<file path="src/core/ddrcb_pkg.sv">
// Shared constants, command codes and state types for the DDR2 command issuer.
// Function
// - Pin levels are set up before the rising edge.
// - Self refresh entry/exit by CKE with refresh/deselect.
// - Burst of four is never cut short.
// - Power-down length bounded by refresh interval.
// - Power-down enter/exit by CKE with deselect/deselect.
// - Idle bank accepts activate, refresh, mode load.
// - Active bank accepts read, write, precharge.
// - Reading bank accepts read, write, precharge.
// - Writing bank accepts read, write, precharge.
// - Bank rules apply after self refresh exit delay.
// - Only NOP to a bank in transition.
// - Only NOP during refresh, mode, precharge-all recovery.
// - Unlisted command/state pairs are never issued; the code issues precharge-all to idle banks and power-down in any state.
package ddrcb_pkg;
    localparam int CLK_MHZ     = 50;
    // Times in ns as a plain default; real values come with the part grade.
    localparam int T_RCD_NS    = 15;
    localparam int T_RP_NS     = 15;
    localparam int T_RFC_NS    = 105;
    localparam int T_XSNR_NS   = 115;
    localparam int T_PD_MAX_NS = 7800;
    localparam int T_MRD_CYC   = 2;
    localparam int T_XP_CYC    = 2;
    localparam int BURST_LEN   = 4;
    localparam int BURST_CYC   = BURST_LEN / 2;
    localparam int TMR_W       = 8;

    // Least times round up to whole cycles, never below one.
    function automatic int cyc_up(input int ns);
        int c;
        c = (ns * CLK_MHZ + 999) / 1000;
        return (c < 1) ? 1 : c;
    endfunction

    localparam int C_RCD    = cyc_up(T_RCD_NS);
    localparam int C_RP     = cyc_up(T_RP_NS);
    localparam int C_RFC    = cyc_up(T_RFC_NS);
    localparam int C_XSNR   = cyc_up(T_XSNR_NS);
    // Longest time rounds down.
    localparam int C_PD_MAX = (T_PD_MAX_NS * CLK_MHZ) / 1000;

    localparam int A_AP_BIT  = 10;
    // Pin patterns in the order cs_n, ras_n, cas_n, we_n.
    localparam logic [3:0] PIN_MRS  = 4'h0;
    localparam logic [3:0] PIN_REF  = 4'h1;
    localparam logic [3:0] PIN_PRE  = 4'h2;
    localparam logic [3:0] PIN_ACT  = 4'h3;
    localparam logic [3:0] PIN_WR   = 4'h4;
    localparam logic [3:0] PIN_RD   = 4'h5;
    localparam logic [3:0] PIN_NOP  = 4'h7;
    localparam logic [3:0] PIN_DSEL = 4'hf;

    typedef enum logic [3:0] {
        DDRCB_NOP  = 4'h0, DDRCB_ACT  = 4'h1, DDRCB_RD   = 4'h2, DDRCB_WR   = 4'h3,
        DDRCB_PRE  = 4'h4, DDRCB_PREA = 4'h5, DDRCB_REF  = 4'h6, DDRCB_MRS  = 4'h7,
        DDRCB_SRE  = 4'h8, DDRCB_SRX  = 4'h9, DDRCB_PDE  = 4'ha, DDRCB_PDX  = 4'hb
    } ddrcb_cmd_t;

    typedef enum logic [2:0] {
        BK_IDLE = 3'h0, BK_OPENING = 3'h1, BK_ACTIVE = 3'h3,
        BK_READ = 3'h2, BK_WRITE = 3'h6, BK_CLOSING = 3'h4
    } ddrcb_bank_st_t;

    typedef enum logic [2:0] {
        MN_RUN = 3'h0, MN_WAIT = 3'h1, MN_PD = 3'h3, MN_SR = 3'h2, MN_EXIT = 3'h6
    } ddrcb_main_st_t;
endpackage

</file>
<file path="src/core/ddrcb_bank.sv">
// Per-bank state tracker driven by the commands the issuer puts on the pins.
module ddrcb_bank
    import ddrcb_pkg::*;
(
    input  wire logic                 i_ref_clk,
    input  wire logic                 i_rst,
    input  wire logic                 i_hit,
    input  ddrcb_pkg::ddrcb_cmd_t     i_cmd,
    input  wire logic                 i_ap,
    output ddrcb_pkg::ddrcb_bank_st_t o_state,
    output logic                      o_busy
);
    typedef struct packed {
        ddrcb_bank_st_t    st;
        logic [TMR_W-1:0]  tmr;
    } ddrcb_bk_t;

    ddrcb_bk_t bk_ff;
    ddrcb_bk_t nxt_bk;

    // Timed states count down and then settle; a command moves any state, timed or stable.
    always_comb begin
        nxt_bk = bk_ff;
        if (bk_ff.tmr != '0) begin
            nxt_bk.tmr = bk_ff.tmr - 1'b1;
        end else if (bk_ff.st == BK_OPENING || bk_ff.st == BK_READ || bk_ff.st == BK_WRITE) begin
            nxt_bk.st = BK_ACTIVE;
        end else if (bk_ff.st == BK_CLOSING) begin
            nxt_bk.st = BK_IDLE;
        end
        if (i_hit) begin
            case (i_cmd)
                DDRCB_ACT: begin
                    nxt_bk.st  = BK_OPENING;
                    nxt_bk.tmr = TMR_W'(C_RCD - 1);
                end
                DDRCB_RD, DDRCB_WR: begin
                    nxt_bk.st  = i_ap ? BK_CLOSING : ((i_cmd == DDRCB_RD) ? BK_READ : BK_WRITE);
                    nxt_bk.tmr = i_ap ? TMR_W'(BURST_CYC + C_RP - 1) : TMR_W'(BURST_CYC - 1);
                end
                DDRCB_PRE, DDRCB_PREA: begin
                    nxt_bk.st  = BK_CLOSING;
                    nxt_bk.tmr = TMR_W'(C_RP - 1);
                end
                default: begin
                end
            endcase
        end
    end

    always_ff @(posedge i_ref_clk) begin
        if (i_rst) begin
            bk_ff <= '{st: BK_IDLE, tmr: '0};
        end else begin
            bk_ff <= nxt_bk;
        end
    end

    assign o_state = bk_ff.st;
    // Opening and closing banks may only see NOP, so the issuer stalls on them.
    assign o_busy  = (bk_ff.st == BK_OPENING) || (bk_ff.st == BK_CLOSING);
endmodule

</file>
<file path="src/core/ddrcb_host.sv">
// DDR2 command issuer: turns user requests into legal pin commands per bank state.
module ddrcb_host
    import ddrcb_pkg::*;
#(
    parameter int BANK_BITS = 2,
    parameter int ADDR_W    = 14,
    parameter int COL_BITS  = 10,
    parameter int PD_MAX    = C_PD_MAX,
    parameter int XSNR_CYC  = C_XSNR
) (
    input  wire logic                 i_ref_clk,
    input  wire logic                 i_rst,
    input  wire logic                 i_req_valid,
    input  ddrcb_pkg::ddrcb_cmd_t     i_req_cmd,
    input  wire logic [2:0]           i_req_bank,
    input  wire logic [ADDR_W-1:0]    i_req_addr,
    input  wire logic                 i_req_ap,
    input  wire logic                 i_odt_req,
    output logic                      o_req_ready,
    output logic                      o_req_err,
    output logic                      o_cke,
    output logic                      o_cs_n,
    output logic                      o_ras_n,
    output logic                      o_cas_n,
    output logic                      o_we_n,
    output logic [2:0]                o_ba,
    output logic [ADDR_W-1:0]         o_addr,
    output logic                      o_odt
);
    import ddrcb_pkg::*;

    localparam int NBANK = 1 << BANK_BITS;
    localparam int CNT_W = 12;

    typedef struct packed {
        ddrcb_main_st_t    st;
        logic [CNT_W-1:0]  wait_cnt;
        logic [CNT_W-1:0]  pd_cnt;
        logic [1:0]        bst_cnt;
        logic              cke;
        logic [3:0]        pins;
        logic [2:0]        ba;
        logic [ADDR_W-1:0] addr;
        logic              odt;
        logic              err;
    } ddrcb_host_t;

    ddrcb_host_t     s_ff;
    ddrcb_host_t     nxt_s;
    ddrcb_bank_st_t  bank_st [NBANK];
    logic [NBANK-1:0] bank_busy;
    logic [NBANK-1:0] bank_idle;
    logic [NBANK-1:0] bank_hit;
    logic            issue;
    ddrcb_cmd_t      iss_cmd;
    logic [2:0]      iss_ba;
    logic            iss_ap;
    logic [BANK_BITS-1:0] tgt;
    logic            legal;
    logic            bank_cmd;

    // Upper bank bit exists only on large parts; small ones see it low.
    assign tgt      = i_req_bank[BANK_BITS-1:0];
    assign bank_cmd = (i_req_cmd == DDRCB_ACT) || (i_req_cmd == DDRCB_RD) ||
                      (i_req_cmd == DDRCB_WR) || (i_req_cmd == DDRCB_PRE);

    // Legality of a request against the addressed bank or all banks.
    always_comb begin
        legal = 1'b0;
        if (s_ff.st == MN_PD) begin
            legal = (i_req_cmd == DDRCB_PDX) || (i_req_cmd == DDRCB_NOP);
        end else if (s_ff.st == MN_SR) begin
            legal = (i_req_cmd == DDRCB_SRX) || (i_req_cmd == DDRCB_NOP);
        end else begin
            case (i_req_cmd)
                DDRCB_NOP:  legal = 1'b1;
                DDRCB_ACT:  legal = (bank_st[tgt] == BK_IDLE);
                DDRCB_RD, DDRCB_WR, DDRCB_PRE: begin
                    legal = (bank_st[tgt] == BK_ACTIVE) || (bank_st[tgt] == BK_READ) ||
                            (bank_st[tgt] == BK_WRITE);
                end
                DDRCB_PREA: legal = 1'b1;
                DDRCB_REF, DDRCB_MRS, DDRCB_SRE: legal = &bank_idle;
                DDRCB_PDE:  legal = 1'b1;
                default:    legal = 1'b0;
            endcase
        end
    end

    // Stall on transitional banks and running bursts rather than reject.
    always_comb begin
        o_req_ready = 1'b0;
        if (s_ff.st == MN_PD || s_ff.st == MN_SR) begin
            o_req_ready = 1'b1;
        end else if (s_ff.st == MN_RUN && s_ff.bst_cnt == '0) begin
            o_req_ready = bank_cmd ? !bank_busy[tgt] : (i_req_cmd == DDRCB_NOP || !(|bank_busy));
        end
    end

    assign issue   = i_req_valid && o_req_ready && legal;
    assign iss_cmd = i_req_cmd;
    assign iss_ba  = (BANK_BITS < 3) ? {1'b0, i_req_bank[1:0]} : i_req_bank;
    assign iss_ap  = i_req_ap;

    // Main sequencer: builds next pin levels, one command per edge.
    always_comb begin
        nxt_s      = s_ff;
        nxt_s.err  = 1'b0;
        nxt_s.pins = s_ff.cke ? PIN_NOP : PIN_DSEL;
        nxt_s.odt  = i_odt_req && (s_ff.st != MN_SR);
        if (s_ff.bst_cnt != '0) begin
            nxt_s.bst_cnt = s_ff.bst_cnt - 1'b1;
        end
        if (s_ff.wait_cnt != '0) begin
            nxt_s.wait_cnt = s_ff.wait_cnt - 1'b1;
        end
        case (s_ff.st)
            MN_WAIT, MN_EXIT: begin
                if (s_ff.wait_cnt == '0) begin
                    nxt_s.st = MN_RUN;
                end
            end
            MN_PD: begin
                nxt_s.pins   = PIN_DSEL;
                nxt_s.pd_cnt = s_ff.pd_cnt + 1'b1;
                // Forced exit keeps power-down within one refresh interval.
                if ((issue && iss_cmd == DDRCB_PDX) || s_ff.pd_cnt >= CNT_W'(PD_MAX - 1)) begin
                    nxt_s.cke      = 1'b1;
                    nxt_s.st       = MN_EXIT;
                    nxt_s.wait_cnt = CNT_W'(T_XP_CYC - 1);
                end
            end
            MN_SR: begin
                nxt_s.pins = PIN_DSEL;
                nxt_s.odt  = 1'b0;
                if (issue && iss_cmd == DDRCB_SRX) begin
                    nxt_s.cke      = 1'b1;
                    nxt_s.st       = MN_EXIT;
                    nxt_s.wait_cnt = CNT_W'(XSNR_CYC - 1);
                end
            end
            default: begin
                if (issue) begin
                    nxt_s.ba   = iss_ba;
                    nxt_s.addr = i_req_addr;
                    case (iss_cmd)
                        DDRCB_ACT: nxt_s.pins = PIN_ACT;
                        DDRCB_RD, DDRCB_WR: begin
                            nxt_s.pins          = (iss_cmd == DDRCB_RD) ? PIN_RD : PIN_WR;
                            nxt_s.addr          = '0;
                            nxt_s.addr[COL_BITS-1:0] = i_req_addr[COL_BITS-1:0];
                            nxt_s.addr[A_AP_BIT] = iss_ap;
                            nxt_s.bst_cnt       = 2'(BURST_CYC - 1);
                        end
                        DDRCB_PRE, DDRCB_PREA: begin
                            nxt_s.pins           = PIN_PRE;
                            nxt_s.addr[A_AP_BIT] = (iss_cmd == DDRCB_PREA);
                            if (iss_cmd == DDRCB_PREA) begin
                                nxt_s.st       = MN_WAIT;
                                nxt_s.wait_cnt = CNT_W'(C_RP - 1);
                            end
                        end
                        DDRCB_REF: begin
                            nxt_s.pins     = PIN_REF;
                            nxt_s.st       = MN_WAIT;
                            nxt_s.wait_cnt = CNT_W'(C_RFC - 1);
                        end
                        DDRCB_MRS: begin
                            nxt_s.pins     = PIN_MRS;
                            nxt_s.st       = MN_WAIT;
                            nxt_s.wait_cnt = CNT_W'(T_MRD_CYC - 1);
                        end
                        DDRCB_SRE: begin
                            nxt_s.pins = PIN_REF;
                            nxt_s.cke  = 1'b0;
                            nxt_s.odt  = 1'b0;
                            nxt_s.st   = MN_SR;
                        end
                        DDRCB_PDE: begin
                            // Deselect on the entry edge; the MN_PD branch keeps the pins deselected for the whole stay.
                            nxt_s.pins   = PIN_DSEL;
                            nxt_s.cke    = 1'b0;
                            nxt_s.pd_cnt = '0;
                            nxt_s.st     = MN_PD;
                        end
                        default: begin
                        end
                    endcase
                end
            end
        endcase
        // An illegal request is dropped and only flagged; banks stay as they were.
        if (i_req_valid && o_req_ready && !legal) begin
            nxt_s.err = 1'b1;
        end
    end

    always_ff @(posedge i_ref_clk) begin
        if (i_rst) begin
            s_ff <= '{st: MN_RUN, wait_cnt: '0, pd_cnt: '0, bst_cnt: '0, cke: 1'b1,
                      pins: PIN_DSEL, ba: '0, addr: '0, odt: 1'b0, err: 1'b0};
        end else begin
            s_ff <= nxt_s;
        end
    end

    // One tracker per bank, updated in step with the registered pins.
    for (genvar b = 0; b < NBANK; b++) begin : g_bank
        assign bank_hit[b]  = issue && s_ff.st == MN_RUN &&
                              ((bank_cmd && tgt == BANK_BITS'(b)) || iss_cmd == DDRCB_PREA);
        assign bank_idle[b] = (bank_st[b] == BK_IDLE);
        ddrcb_bank u_bank (
            .i_ref_clk (i_ref_clk),
            .i_rst     (i_rst),
            .i_hit     (bank_hit[b]),
            .i_cmd     (iss_cmd),
            .i_ap      (iss_ap),
            .o_state   (bank_st[b]),
            .o_busy    (bank_busy[b])
        );
    end

    assign o_cke     = s_ff.cke;
    assign {o_cs_n, o_ras_n, o_cas_n, o_we_n} = s_ff.pins;
    assign o_ba      = s_ff.ba;
    assign o_addr    = s_ff.addr;
    assign o_odt     = s_ff.odt;
    assign o_req_err = s_ff.err;

    logic pins_idle;
    logic col_out;
    logic [NBANK-1:0] idle_q;
    assign pins_idle = o_cs_n || (s_ff.pins == PIN_NOP);
    assign col_out   = !o_cs_n && o_ras_n && !o_cas_n;
    always_ff @(posedge i_ref_clk) begin
        idle_q <= bank_idle;
    end

    chk_odt_self_ref: assert property (@(posedge i_ref_clk) disable iff (i_rst)
        s_ff.st == MN_SR |-> !o_odt) else $error("termination on in self refresh");
    chk_pd_cke_low: assert property (@(posedge i_ref_clk) disable iff (i_rst)
        s_ff.st == MN_PD |-> !o_cke && o_cs_n) else $error("power-down pins wrong");
    chk_cke_rise_desel: assert property (@(posedge i_ref_clk) disable iff (i_rst)
        $rose(o_cke) |-> o_cs_n) else $error("CKE rose without deselect");
    chk_recov_nop: assert property (@(posedge i_ref_clk) disable iff (i_rst)
        s_ff.st == MN_WAIT |=> pins_idle) else $error("command during recovery");
    chk_burst_whole: assert property (@(posedge i_ref_clk) disable iff (i_rst)
        col_out |=> !col_out) else $error("burst interrupted");
    chk_pd_bounded: assert property (@(posedge i_ref_clk) disable iff (i_rst)
        s_ff.st == MN_PD |-> s_ff.pd_cnt < CNT_W'(PD_MAX)) else $error("power-down too long");
    chk_act_idle_bank: assert property (@(posedge i_ref_clk) disable iff (i_rst)
        s_ff.pins == PIN_ACT && $past(s_ff.st) == MN_RUN |-> idle_q[o_ba[BANK_BITS-1:0]])
        else $error("activate to non-idle bank");
    chk_err_no_cmd: assert property (@(posedge i_ref_clk) disable iff (i_rst)
        o_req_err |-> pins_idle) else $error("illegal request reached pins");
    chk_exit_delay: assert property (@(posedge i_ref_clk) disable iff (i_rst)
        s_ff.st == MN_EXIT |-> pins_idle ##1 pins_idle) else $error("command before exit delay");
    chk_ref_all_idle: assert property (@(posedge i_ref_clk) disable iff (i_rst)
        o_cke && s_ff.pins == PIN_REF |-> &idle_q) else $error("refresh with open bank");
endmodule

</file>
<file path="config.mk">
export PLATFORM = sky130hd
export DESIGN_NAME = ddrcb_host
export DESIGN_NICKNAME = d
export VERILOG_FILES = /design/src/core/ddrcb_pkg.sv /design/src/core/ddrcb_bank.sv /design/src/core/ddrcb_host.sv
export SDC_FILE = /design/constraint.sdc
export NUM_CORES = 1
export LEC_CHECK = 0
export BUFFER_PORTS_ARGS = -buffer_cell sky130_fd_sc_hd__buf_2
export CAP_MARGIN = 10
export CORE_MARGIN = 4
export CORE_UTILIZATION = 50
export DETAILED_ROUTE_END_ITERATION = 7
export PLACE_DENSITY = 0.69
export SYNTH_ARGS = -nofsm -noshare
export SYNTH_HDL_FRONTEND = slang
export SYNTH_SLANG_ARGS = --single-unit
</file>
<file path="constraint.sdc">
create_clock -name i_ref_clk -period 5.01 [get_ports i_ref_clk]
set_input_delay 0.501 -clock i_ref_clk [delete_from_list [all_inputs] [get_ports i_ref_clk]]
set_output_delay 0.501 -clock i_ref_clk [all_outputs]
set_load 0.1 [all_outputs]
</file>
Word-level counts from Yosys, hierarchy flattened
Cells that the tools add are included.

word-level totals
  flip-flop bits (word level) = 96
  input bits = 26
  output and inout bits = 25
  logic and storage cells = 224

operators by class
  add/subtract/negate cells = 7
  magnitude comparators = 3
  equality and inequality tests = 42
  multiplexer cells = 65
  bitwise operators = 4
  reductions and logical operators = 85

operator list
  cell                                                                                  count
  11-bit one-hot mux with 3 select lines                                                4
  12-bit one-hot mux with 3 select lines                                                2
  3-bit 2-to-1 mux                                                                      18
  52-bit 2-to-1 mux                                                                     1
  15-bit 2-to-1 mux                                                                     3
  11-bit 2-to-1 mux                                                                     4
  8-bit 2-to-1 mux                                                                      4
  8-bit nonzero test                                                                    4
  8-bit by 1-bit subtractor with 8-bit output, second input constant                    4
  3-bit equality test, second input constant                                            10
  1-bit logical OR                                                                      26
  3-bit by 2-bit equality test with 1-bit output, second input constant                 8
  12-bit 2-to-1 mux                                                                     2
  12-bit one-hot mux with 2 select lines                                                1
  4-bit one-hot mux with 6 select lines                                                 1
  3-bit zero test                                                                       6
  4-bit by 3-bit equality test with 1-bit output, second input constant                 4
  4-bit equality test, second input constant                                            4
  1-bit logical AND                                                                     16
  3-bit by 1-bit equality test with 1-bit output, second input constant                 5
  5-bit one-hot mux with 3 select lines                                                 1
  3-bit OR reduction                                                                    5
  12-bit by 1-bit adder with 12-bit output, second input constant                       1
  12-bit by 9-bit greater-or-equal comparator with 1-bit output, second input constant  1
  39 further kinds                                                                      71

Logic depth before layout (Yosys ltp)
Gate-level depths: netlist (run 1).

  depth in word-level cells = 15
  gate-level depth with buffers = 9
  gate-level depth less buffers = 8

Hierarchy
A second synthesis (run 1) with hierarchy kept.

unflattened totals
  cell total of the unflattened synthesis = 665
  area, all modules = 5631.7 sq um

modules (own cells, without submodules)
  module      instances  cells each  area an instance (sq um)
  ddrcb_host  1          361         2949.1
  ddrcb_bank  4          76          670.6

Worst setup path after synthesis (run 1)
No wires, ideal clock.

  path kind = input to register
  from = input port i_req_bank[0]
  to = register g_bank[3].u_bank.bk_ff (netlist bit g_bank[3].u_bank.o_state[0])
  arrival = 2611 ps
  required time = 4889 ps
  setup slack = 2278 ps
  cell stages on the path = 8
  cells stage by stage = buf_6 > mux4_2 > and2_1 > o2111ai_4 > nor2_4 > or4_1 > buf_2 > mux2_4

between the ends
  word-level cells in the longest chain between the ends = 14
  elaborated cells between the ends (all ways) = 27

ends and longest elaborated chain
  element                                                 line                                                  RTL
  start, declared                                         ddrcb_host.sv:15                                      input wire logic [2:0] i_req_bank,
  2-bit inverter with 3-bit output (implied by the code)  ddrcb_host.sv:77, ddrcb_host.sv:79, ddrcb_host.sv:80
  3-bit binary-select mux with 2-bit select               ddrcb_host.sv:77, ddrcb_host.sv:79, ddrcb_host.sv:80
  3-bit 2-to-1 mux (implied by the code) (2 in a row)     ddrcb_host.sv:77, ddrcb_host.sv:79, ddrcb_host.sv:80
  3-bit by 2-bit equality test with 1-bit output          ddrcb_host.sv:79                                      legal = (bank_st[tgt] == BK_ACTIVE) || (bank_st[tgt] == BK_READ) ||
  1-bit logical OR (2 in a row)                           ddrcb_host.sv:79
  1-bit one-hot mux with 4 select lines                   ddrcb_host.sv:75                                      case (i_req_cmd)
  1-bit 2-to-1 mux                                        ddrcb_host.sv:72                                      end else if (s_ff.st == MN_SR) begin
  1-bit 2-to-1 mux                                        ddrcb_host.sv:70                                      if (s_ff.st == MN_PD) begin
  1-bit logical AND                                       ddrcb_host.sv:100                                     assign issue = i_req_valid && o_req_ready && legal;
  1-bit logical AND                                       ddrcb_host.sv:209                                     assign bank_hit[b] = issue && s_ff.st == MN_RUN &&
  1-bit logical AND *                                     ddrcb_host.sv:209
  11-bit 2-to-1 mux *                                     ddrcb_bank.sv:31                                      if (i_hit) begin
  end signal, assigned                                    ddrcb_bank.sv:53                                      bk_ff <= '{st: BK_IDLE, tmr: '0};
  end signal, assigned                                    ddrcb_bank.sv:55                                      bk_ff <= nxt_bk;
  end, declared                                           ddrcb_bank.sv:18                                      ddrcb_bk_t bk_ff;

Every way passes the cells marked *; elsewhere a longest branch is shown, timed or not. The select of a mux whose other input is x is not followed.
A chain may end at the register's enable or synchronous reset.

Worst setup path in the final report (run 1)
  from = register g_bank[0].u_bank.bk_ff (netlist bit g_bank[0].u_bank.o_state[0])
  to = register g_bank[0].u_bank.bk_ff (netlist bit g_bank[0].u_bank.o_state[0])

between the ends
  word-level cells in the longest chain between the ends = 13
  elaborated cells between the ends (all ways) = 39

ends and longest elaborated chain
  element                                                                            line
  start, declared                                                                    ddrcb_bank.sv:18
  start signal, assigned                                                             ddrcb_bank.sv:53
  start signal, assigned                                                             ddrcb_bank.sv:55
  3-bit binary-select mux with 2-bit select (tied with other cells)                  ddrcb_host.sv:77, ddrcb_host.sv:79, ddrcb_host.sv:80
  3-bit 2-to-1 mux (implied by the code) / 1-bit logical OR (equally long branches)  n/a
  3-bit 2-to-1 mux (implied by the code) (tied with other cells)                     ddrcb_host.sv:77, ddrcb_host.sv:79, ddrcb_host.sv:80
  3-bit by 2-bit equality test with 1-bit output (tied with other cells)             ddrcb_host.sv:79
  1-bit logical OR (tied with other cells)                                           ddrcb_host.sv:79
  1-bit logical OR / 1-bit 2-to-1 mux (equally long branches)                        ddrcb_host.sv:79, ddrcb_host.sv:96
  1-bit one-hot mux with 4 select lines / 1-bit 2-to-1 mux (equally long branches)   ddrcb_host.sv:75, ddrcb_host.sv:95
  1-bit 2-to-1 mux, on equally long branches                                         ddrcb_host.sv:72, ddrcb_host.sv:93
  1-bit 2-to-1 mux / 1-bit logical AND (equally long branches)                       ddrcb_host.sv:70, ddrcb_host.sv:100
  1-bit logical AND                                                                  ddrcb_host.sv:100
  1-bit logical AND (2 in a row)                                                     ddrcb_host.sv:209
  11-bit 2-to-1 mux *                                                                ddrcb_bank.sv:31

Marks and branches as above.

==> impl_results.rst, run 1 <==
.. list-table::
   :header-rows: 1

   * - Metric
     - Value
   * - Startpoint types
     - flip-flop
   * - Area of the die
     - 12200 µm²
   * - Leftover overflow at the end of global routing
     - 0
   * - Total number of yosys warnings
     - 0
   * - Ratio of total power to cell area
     - 481 nW/µm²
   * - Routed Antenna Nets
     - 0
   * - Avg Vias per Cell
     - 5.90
   * - Hold bufs inserted after CTS
     - 0
   * - Num ports
     - 51
   * - Drt drc
     - 0
   * - Floorplan core area
     - 10200 µm²
   * - End-of-flow core utilization
     - 54.5%
   * - CTS tree
     - yes
   * - Max-slew headroom at the worst pin
     - 22.0%
   * - Insertion delay to the later sink of the worst-skew pair
     - 0.36 ns
   * - Post-route minimum period
     - 3.45 ns
   * - Number of standard cells after synthesis
     - 623
   * - Start-to-end type of the worst setup path
     - reg -> reg
   * - Global routing met2 resource utilization
     - 35.6%
   * - Reg-to-reg startpoint
     - g_bank[0].u_bank.o_state[0]
   * - DP Wirelength
     - 8540 µm
   * - Fraction of synthesis flops using an asynchronous set or reset pin
     - 0%
   * - Hold Vio Cnt, Final
     - 0
   * - HP Class
     - in -> reg
   * - Hold Crit Depth
     - 3
   * - Hold Path End
     - o_addr[1]
   * - Leakage
     - 0.00208 µW
   * - Share of the yosys chip area belonging to registers
     - 36.8%
   * - Dominant register cell in the synthesized netlist
     - sky130_fd_sc_hd__dfxtp_1
   * - Clock Skew
     - 0.0145 ns
   * - Antenna diode instance count
     - 0
   * - Post-cts resize count
     - 0
   * - Cell type with the highest aggregate area in the netlist
     - sky130_fd_sc_hd__dfxtp_1
   * - Horizontal die dimension
     - 110 µm
   * - Commonest non-fill, non-tap cell in the layout
     - sky130_fd_sc_hd__dfxtp_1
   * - Via count of the first global-routing pass
     - 4202
   * - Count of TritonRoute iterations in the first routing pass
     - 5
   * - Layout cells sized above 1
     - 13.4%
   * - Wire length of the first global-routing pass
     - 19700 µm
   * - Number of setup violations in the final report
     - 0
   * - Final Wtd Congestion
     - 0.841
   * - Sort of element at the end of the critical path
     - flip-flop
   * - Height of the die
     - 110 µm
   * - Pre-CTS WS
     - 1.50 ns
   * - Final Slew Violations
     - 0
   * - Achievable clock frequency
     - 290 MHz
   * - Run status
     - finished, final reports clean
   * - Average instance area after synthesis
     - 8.39 µm²
   * - Worst IR drop on VDD
     - 0.000341 V
   * - Largest cells by area after synthesis
     - sky130_fd_sc_hd__dfxtp_1, sky130_fd_sc_hd__xnor2_1, sky130_fd_sc_hd__a21oi_1, sky130_fd_sc_hd__nor3_1, sky130_fd_sc_hd__nor2_1
   * - Setup slack on the worst flop-to-flop path
     - 1.56 ns
   * - Final worst slack
     - 1.56 ns
   * - Clock buffer count from CTS
     - 9
   * - Sum of routed wire length over all layers
     - 12200 µm
   * - Met1 track utilization from global routing
     - 24.7%
   * - Most used routing layer in global routing
     - met2
   * - Initial antenna violation count
     - 1
   * - Critical Path RT
     - 5.26 ns
   * - GRT Resource Usage Total
     - 20.3%
   * - Critical Path Fanout Max
     - 11
   * - Sum of negative setup slack
     - 0 ns
   * - Maximum capacitance violations
     - 0
   * - Maximum number of pins on one net before global-route repair
     - 46
   * - Capturing point of the worst reg2reg path
     - g_bank[0].u_bank.o_state[0]
   * - Depth of the CTS H-tree
     - 3
   * - Count of routing violations after the opening detailed-route iteration
     - 349
   * - Share of the synthesized area in the top cell type
     - 36.8%
   * - Starting density of the core
     - 51.1%
   * - Total number of vias
     - 4546
   * - RSZ-0062 raised after global routing
     - false
   * - Final worst-path cycle share
     - 68.8%
   * - Count of buffers inserted at the top-level ports
     - 48
   * - Final net count
     - 666
   * - Clock-pin slew on the worst setup and hold paths
     - 0.09 ns
   * - Drt wl/cell
     - 15.8 µm
   * - Met3 capacity usage during global routing
     - 4.54%
   * - CTS sink cnt
     - 96
   * - Clock Tree Buf Depth
     - 2
   * - Clock Tree Root
     - sky130_fd_sc_hd__clkbuf_8
   * - Min-delay src
     - i_req_addr[1]
   * - Post-Synthesis Net Count
     - 658
   * - Number of synthesized register bits
     - 96
   * - Number of distinct standard cells referenced by the synthesized netlist
     - 65
   * - Number of flops mapped to enable cells by yosys
     - 0
   * - Site row count
     - 37
   * - Summed instance area of the synthesized netlist
     - 5230 µm²
   * - Commonest non-fill, non-tap cells in the layout
     - sky130_fd_sc_hd__dfxtp_1, sky130_fd_sc_hd__buf_2, sky130_fd_sc_hd__nor2_1
   * - Cell count of the worst reg-to-reg path
     - 6
   * - Data arrival at the endpoint of the critical path
     - 3.70 ns
   * - Pin slew with the least headroom to its limit
     - 1.16 ns
   * - Area grow syn2layout
     - 6.68%
   * - Postcts setup bufs
     - 0
[routing by layer]
layer | routed length, µm | up-vias
li1 | - | 2257
met1 | 5180 | 2154
met2 | 6200 | 110
met3 | 585 | 23
met4 | 177 | 2
met5 | 13 | -
[sequential cells by signal, indices dropped and copies added (netlist names), 2 cells and up]
| register | cells |
|---|---|
| g_bank.u_bank.o_state | 12 |
| g_bank.u_bank.bk_ff | 32 |
| s_ff | 29 |
| o_ba | 2 |
| o_addr | 14 |
[through the flow]
step / power [µW] / area, µm² / cells / hold slack, ns
6_report: 2680 / 5580 / 771 / 0.384
5_1_grt: 2880 / 5580 / 771 / 0.378
4_1_cts: 2720 / 5580 / 771 / 0.367
3_5_place_dp: 2160 / 5370 / 756 / 0.464
3_3_place_gp: 2120 / 5370 / 756 / 0.458
2_1_floorplan: 1970 / 5230 / 623 / 0.450
[Yosys cell counts, drive strengths merged, types with 4 or more instances]
| cell | number |
|---|---|
| nand4 | 8 |
| or2 | 5 |
| o22ai | 8 |
| a21oi | 43 |
| or4 | 5 |
| nor3 | 37 |
| xnor2 | 30 |
| o31ai | 4 |
| nand2 | 40 |
| mux2 | 5 |
| nor2b | 8 |
| nor4 | 17 |
| nor3b | 4 |
| ha | 9 |
| inv | 26 |
| clkbuf | 23 |
| nand3b | 6 |
| or3 | 10 |
| nor2 | 45 |
| o211ai | 12 |
| a311oi | 5 |
| a211oi | 6 |
| o41ai | 4 |
| buf | 29 |
| nand2b | 8 |
| mux2i | 10 |
| and3 | 6 |
| nand3 | 31 |
| dfxtp | 96 |
| o21ai | 28 |
| xor2 | 10 |
| a31oi | 7 |
[kinds of logic (layout without fill, tap and decap cells)]
logic type / after synthesis / after routing / synth area share, %
AOI/OAI and AO/OA: 140 / 140 / 18.1
xor gates and xnor gates: 40 / 40 / 6.70
adders and majority gates: 9 / 9 / 2.15
buffers and inverters: 78 / 90 / 7.16
DFF: 96 / 96 / 36.8
muxes: 18 / 18 / 4.50
other: 1 / 1 / 0.0717
and+or+nand+nor: 241 / 241 / 24.5
[worst max path at each step]
stage                                      startpoint                     endpoint  slack (ns)  cells after the start
after floorplan                         i_req_bank[0]  g_bank[3].u_bank.o_state[0]        2.28                      8
after global placement                   i_req_cmd[1]  g_bank[0].u_bank.o_state[0]        1.53                      7
after detailed placement                i_req_bank[0]  g_bank[0].u_bank.o_state[0]        1.50                      7
after CTS                 g_bank[3].u_bank.o_state[0]  g_bank[0].u_bank.o_state[0]        1.62                      6
after global routing      g_bank[3].u_bank.o_state[0]  g_bank[0].u_bank.o_state[0]        1.36                      6
final                     g_bank[0].u_bank.o_state[0]  g_bank[0].u_bank.o_state[0]        1.56                      6
[critical path, stage by stage, from the launching register on]
cell	delay (ns)
sky130_fd_sc_hd__dfxtp_1	0.47
sky130_fd_sc_hd__xnor2_1	0.18
sky130_fd_sc_hd__o22ai_1	0.12
sky130_fd_sc_hd__o21ai_0	0.51
sky130_fd_sc_hd__nand4_1	0.53
sky130_fd_sc_hd__nor4_2	1.11
sky130_fd_sc_hd__mux2_2	0.42
[report_power, final]
part           switching, µW  internal (µW)
registers                119            917
logic                    673            433
clock network            264            278
[layout make-up]
type	instances	area (µm²)
Fill cell	980	4650
Sequential cell	96	1920
Timing Repair Buffer	49	248
Tap cell	136	170
Clock inverter	6	83.8
Multi-Input combinational cell	449	2930
Inverter	26	97.6
Clock buffer	9	124
Power figures use the tool's default switching activity.
==> run 2: changes to the inputs <==
- clock period: 5.01 -> 3.35 ns (I/O delays scaled with it)
==> run 2 against run 1 <==
Clock skew hardly changed. Total power up 48%. Utilization grew 0.39 points. Die area is the same. Via count down 0.40%. Flip-flop and latch count did not move. Final cell count rose by 1.0%. Combinational power rose by 50%. Design area rose by 0.72%. Sequential share of layout area down 0.25 points. Critical path type unchanged. Critical endpoint is now g_bank[3].u_bank.o_state[0]. Largest power group unchanged. Highest routed layer unchanged.
==> impl_results.rst, run 2 (same netlist as run 1, synthesis figures left out) <==
.. list-table::
   :header-rows: 1

   * - Metric
     - Value
   * - Area grow syn2layout
     - 7.44%
   * - Clock buffer count from CTS
     - 9
   * - Run status
     - finished, final reports clean
   * - Post-route cell area
     - 5620 µm²
   * - Register with the most flip-flops
     - g_bank.u_bank.bk_ff
   * - Sum of negative setup slack
     - 0 ns
   * - Starting density of the core
     - 51.1%
   * - Area of the die
     - 12200 µm²
   * - Count of placed standard cells in the final layout, fillers left out
     - 779
   * - CTS tree
     - yes
   * - Register share of total power
     - 39.1%
   * - Clock group share of total power
     - 19.1%
   * - Hold bufs inserted after CTS
     - 0
   * - Commonest non-fill, non-tap cell in the layout
     - sky130_fd_sc_hd__dfxtp_1
   * - Pin slew with the least headroom to its limit
     - 0.945 ns
   * - Critical Path Fanout Max
     - 12
   * - Drt wl/cell
     - 15.4 µm
   * - Count of routing violations after the opening detailed-route iteration
     - 349
   * - Start-to-end type of the worst setup path
     - reg -> reg
   * - Maximum capacitance violations
     - 0
   * - Count of buffers inserted at the top-level ports
     - 48
   * - Achievable clock frequency
     - 353 MHz
   * - Sum of routed wire length over all layers
     - 12000 µm
   * - Internal power summed over all cells
     - 2380 µW
   * - DP Wirelength
     - 8570 µm
   * - Via count of the first global-routing pass
     - 4289
   * - Post-cts resize count
     - 0
   * - Clock Tree Buf Depth
     - 2
   * - Critical path, cell by cell
     - xnor2_1 > o22ai_1 > o21ai_0 > nand4_1 > buf_4 > or4_1 > mux2_4
   * - Net switching power of the design
     - 1590 µW
   * - Pre-CTS WS
     - 0.380 ns
   * - Clock Tree Root
     - sky130_fd_sc_hd__clkbuf_8
   * - Number of setup violations in the final report
     - 0
   * - Clock-pin slew on the worst setup and hold paths
     - 0.10 ns
   * - Postcts setup bufs
     - 0
   * - Depth of the CTS H-tree
     - 3
   * - RSZ-0062 raised after global routing
     - false
   * - Wire length of the first global-routing pass
     - 20000 µm
   * - Global routing met2 resource utilization
     - 35.0%
   * - Routed Antenna Nets
     - 0
   * - HP Class
     - in -> reg
   * - CTS sink cnt
     - 96
   * - Layout cells sized above 1
     - 14.3%
   * - Max-slew headroom at the worst pin
     - 36.5%
   * - Insertion delay to the later sink of the worst-skew pair
     - 0.36 ns
   * - Final net count
     - 673
   * - DP Cell Count
     - 763
   * - Critical Path RT
     - 3.61 ns
   * - Final worst-path cycle share
     - 84.7%
   * - GRT Resource Usage Total
     - 20.3%
   * - Sort of element at the end of the critical path
     - flip-flop
   * - Total number of vias
     - 4528
   * - Final worst slack
     - 0.513 ns
   * - Drt drc
     - 0
   * - Count of TritonRoute iterations in the first routing pass
     - 5
   * - Leftover overflow at the end of global routing
     - 0
   * - Dpl cell area
     - 5420 µm²
   * - Avg Vias per Cell
     - 5.81
   * - Num ports
     - 51
   * - Data arrival at the endpoint of the critical path
     - 3.09 ns
   * - Combinational Power Share
     - 41.8%
   * - Most used routing layer in global routing
     - met2
   * - Leakage
     - 0.00209 µW
   * - Clock Skew
     - 0.0145 ns
   * - Maximum number of pins on one net before global-route repair
     - 45
   * - Crit path max-delay cell type
     - sky130_fd_sc_hd__or4_1
   * - Antenna diode instance count
     - 0
   * - Reg-to-reg startpoint
     - g_bank[0].u_bank.o_state[2]
   * - Initial antenna violation count
     - 1
   * - Proportion of total power due to net switching
     - 40.1%
   * - Flip-flop count of the largest register, all copies and words added
     - 32
   * - Site row count
     - 37
   * - Floorplan core area
     - 10200 µm²
   * - Worst IR drop on VDD
     - 0.000472 V
   * - Setup slack on the worst flop-to-flop path
     - 0.51 ns
   * - Delay contributed by the slowest stage of the critical path
     - 0.66 ns
   * - Horizontal die dimension
     - 110 µm
   * - Post-route minimum period
     - 2.84 ns
   * - Commonest non-fill, non-tap cells in the layout
     - sky130_fd_sc_hd__dfxtp_1, sky130_fd_sc_hd__buf_2, sky130_fd_sc_hd__nor2_1
   * - Min-delay src
     - i_req_addr[4]
   * - Final Wtd Congestion
     - 0.852
   * - Height of the die
     - 110 µm
   * - Met3 capacity usage during global routing
     - 4.89%
   * - Startpoint types
     - flip-flop
   * - Met1 track utilization from global routing
     - 25.4%
   * - Ratio of total power to cell area
     - 706 nW/µm²
   * - Worst setup startpoint
     - g_bank[0].u_bank.o_state[2]
   * - Final Slew Violations
     - 0
   * - Hold Vio Cnt, Final
     - 0
[run 2: worst paths after layout]
check | endpoint | depth (start not counted)
worst max-delay path | g_bank[3].u_bank.o_state[0] | 7
worst min-delay path | o_addr[4] | 3
worst max register to register | g_bank[3].u_bank.o_state[0] | 7
worst min register to register | o_addr[1] | 2
[run 2: metal layers]
metal	share of wire [%]	vias up
met5	0.058	-
met4	1.4	2
met3	5.1	16
met2	50	97
met1	43	2135
li1	-	2278
[run 2: worst max-delay path, delay by kind of cell, from the launching register on]
kind | cells | cell delay (ns)
buf+inv | 1 | 0.24
compound gates | 2 | 0.61
mux | 1 | 0.34
xor+xnor | 1 | 0.19
flops | 1 | 0.46
simple gates | 2 | 0.87
[run 2: cell type report]
class	instances	area [µm²]
multi-input cells	449	2930
clock inverters	6	67.6
repair buffers	56	300
clock buffers	10	128
inverters	26	97.6
well taps	136	170
flip-flops and latches	96	1920
fillers	950	4610
[run 2: power by group through the flow]
stage | Combinational, µW | Clock, µW | Sequential, µW
floorplan | 1380 | 0 | 1570
global placement | 1620 | 0 | 1570
detailed placement | 1660 | 0 | 1580
CTS | 1670 | 773 | 1550
global route | 1870 | 823 | 1580
finish | 1660 | 759 | 1550
[run 2: metrics by stage]
step / hold WS (ns) / utilization (%) / total power, µW
after global placement: 0.458 / 53.0 / 3180
after global routing: 0.211 / 54.9 / 4280
after floorplan: 0.450 / - / 2950
after CTS: 0.203 / 54.9 / 4000
final: 0.211 / 54.9 / 3970
after detailed placement: 0.468 / 53.0 / 3240
==> run 3: changes to the inputs <==
- clock period: 3.35 -> 2.8 ns (I/O delays scaled with it)
==> run 3 against run 2 <==
Die area stayed put. Clock skew is 0.0043 ns lower. Combinational power is 26% higher. Utilization is 1.6 points higher.
==> impl_results.rst, run 3 (same netlist as run 1, synthesis figures left out) <==
.. list-table::
   :header-rows: 1

   * - Metric
     - Value
   * - Final Wtd Congestion
     - 0.867
   * - Drt drc
     - 0
   * - Start-to-end type of the worst setup path
     - reg -> out
   * - Insertion delay to the later sink of the worst-skew pair
     - 0.37 ns
   * - Postcts setup bufs
     - 0
   * - Pre-CTS WS
     - 0.0696 ns
   * - Starting density of the core
     - 51.1%
   * - Post-route cell area
     - 5780 µm²
   * - Count of TritonRoute iterations in the first routing pass
     - 5
   * - Fill cells
     - 936
   * - Ratio of total power to cell area
     - 843 nW/µm²
   * - Startpoint types
     - flip-flop
   * - DP Cell Count
     - 784
   * - End-of-flow core utilization
     - 56.5%
   * - Count of buffers inserted at the top-level ports
     - 48
   * - Total number of vias
     - 4654
   * - RSZ-0062 raised after global routing
     - false
   * - Area grow syn2layout
     - 10.5%
   * - Layout cells sized above 1
     - 17.0%
   * - Achievable clock frequency
     - 379 MHz
   * - Final net count
     - 694
   * - CTS sink cnt
     - 96
   * - Num ports
     - 51
   * - Initial antenna violation count
     - 0
   * - Floorplan core area
     - 10200 µm²
   * - Commonest non-fill, non-tap cell in the layout
     - sky130_fd_sc_hd__dfxtp_1
   * - Count of placed standard cells in the final layout, fillers left out
     - 800
   * - Final worst slack
     - 0.163 ns
   * - Clock group share of total power
     - 19.0%
   * - Maximum capacitance violations
     - 0
   * - Count of routing violations after the opening detailed-route iteration
     - 316
   * - Clock Skew
     - 0.0102 ns
   * - Register share of total power
     - 38.1%
   * - Number of setup violations in the final report
     - 0
   * - Commonest non-fill, non-tap cells in the layout
     - sky130_fd_sc_hd__dfxtp_1, sky130_fd_sc_hd__buf_2, sky130_fd_sc_hd__nor2_1
   * - Maximum number of pins on one net before global-route repair
     - 29
   * - Leftover overflow at the end of global routing
     - 0
   * - Hold Vio Cnt, Final
     - 0
   * - Critical Path Fanout Max
     - 5
   * - Final worst-path cycle share
     - 94.2%
   * - HP Class
     - in -> reg
   * - Drt wl/cell
     - 15.8 µm
   * - Wire length of the first global-routing pass
     - 20900 µm
   * - Clock buffer count from CTS
     - 9
   * - Antenna diode instance count
     - 0
   * - Sum of negative setup slack
     - 0 ns
   * - Final Slew Violations
     - 0
   * - Flip-flop count of the largest register, all copies and words added
     - 32
   * - Worst IR drop on VDD
     - 0.000571 V
   * - Horizontal die dimension
     - 110 µm
   * - Register with the most flip-flops
     - g_bank.u_bank.bk_ff
   * - Depth of the CTS H-tree
     - 3
   * - Hold bufs inserted after CTS
     - 0
   * - Sort of element at the end of the critical path
     - output port
   * - Height of the die
     - 110 µm
   * - Net switching power of the design
     - 1950 µW
   * - Register area
     - 1920 µm²
   * - DP Wirelength
     - 9140 µm
   * - Data arrival at the endpoint of the critical path
     - 2.36 ns
   * - Leakage
     - 0.00220 µW
   * - Multi-input gate area in the final layout
     - 2930 µm²
   * - Clock Tree Root
     - sky130_fd_sc_hd__clkbuf_8
   * - Post-cts resize count
     - 0
   * - Run status
     - finished, final reports clean
   * - Combinational Power Share
     - 42.9%
   * - Clock Tree Buf Depth
     - 2
   * - Routed Antenna Nets
     - 0
   * - Sum of routed wire length over all layers
     - 12700 µm
   * - Pin slew with the least headroom to its limit
     - 0.778 ns
   * - Site row count
     - 37
   * - Critical Path RT
     - 2.52 ns
   * - GRT Resource Usage Total
     - 21.5%
   * - Clock-pin slew on the worst setup and hold paths
     - 0.09 ns
   * - Proportion of total power due to net switching
     - 40.0%
   * - Internal power summed over all cells
     - 2920 µW
   * - Max-slew headroom at the worst pin
     - 47.7%
   * - Dpl cell area
     - 5580 µm²
   * - Via count of the first global-routing pass
     - 4379
   * - Area of the die
     - 12200 µm²
   * - Post-route minimum period
     - 2.64 ns
   * - CTS tree
     - yes
   * - Avg Vias per Cell
     - 5.82
[run 3: cell types whose count changed in the layout (fill, tap and decap cells not counted), sizes merged]
cell      change
buf          +21
clkbuf        +1
clkinvlp      -1
inv           -1
clkinv        +1
[run 3: final timing paths]
| path | depth (start not counted) | start | endpoint | slack [ns] |
|---|---|---|---|---|
| setup reg to reg | 9 | g_bank[0].u_bank.o_state[2] | g_bank[0].u_bank.o_state[1] | 0.17 |
| hold reg to reg | 2 | o_addr[13] | o_addr[13] | 0.48 |
| hold / removal | 3 | i_req_addr[4] | o_addr[4] | 0.15 |
| setup / recovery | 7 | g_bank[0].u_bank.o_state[2] | o_req_ready | 0.16 |
[run 3: power by group through the flow]
stage / combinational [µW] / clock (µW) / sequential (µW)
after floorplan: 1650 / 0 / 1880
after global placement: 2000 / 0 / 1870
after detailed placement: 2070 / 0 / 1880
after CTS: 2090 / 941 / 1850
after global routing: 2340 / 997 / 1890
final: 2090 / 927 / 1860
[run 3: worst max-delay path, cell delays in order (launching register included)]
cell,delay [ns]
sky130_fd_sc_hd__dfxtp_1,0.34
sky130_fd_sc_hd__buf_4,0.16
sky130_fd_sc_hd__xnor2_1,0.24
sky130_fd_sc_hd__o22ai_1,0.14
sky130_fd_sc_hd__o21ai_0,0.30
sky130_fd_sc_hd__buf_4,0.19
sky130_fd_sc_hd__and3_1,0.18
sky130_fd_sc_hd__buf_2,0.44
[run 3: final cells by class]
cell class                 instances  area share [%]
tap                              136            2.95
sequential                        96            33.3
clock inverter                     5           0.975
inverter                          26            1.69
timing repair buffer              77            7.93
clock buffer                      11            2.45
multi-input combinational        449            50.7
[run 3: stage by stage]
| step | hold slack (ns) | power [µW] |
|---|---|---|
| 6_report | 0.148 | 4870 |
| 5_1_grt | 0.148 | 5230 |
| 4_1_cts | 0.144 | 4890 |
| 3_5_place_dp | 0.467 | 3960 |
| 3_3_place_gp | 0.455 | 3870 |
| 2_1_floorplan | 0.426 | 3530 |
[run 3: metal layers]
layer  vias up  wire length [µm]  track usage, %
met5         -                 0               0
met2        97              6360            37.0
li1       2309                 -               -
met1      2225              5570            26.9
met3        23               493            4.19
met4         0               247            6.95
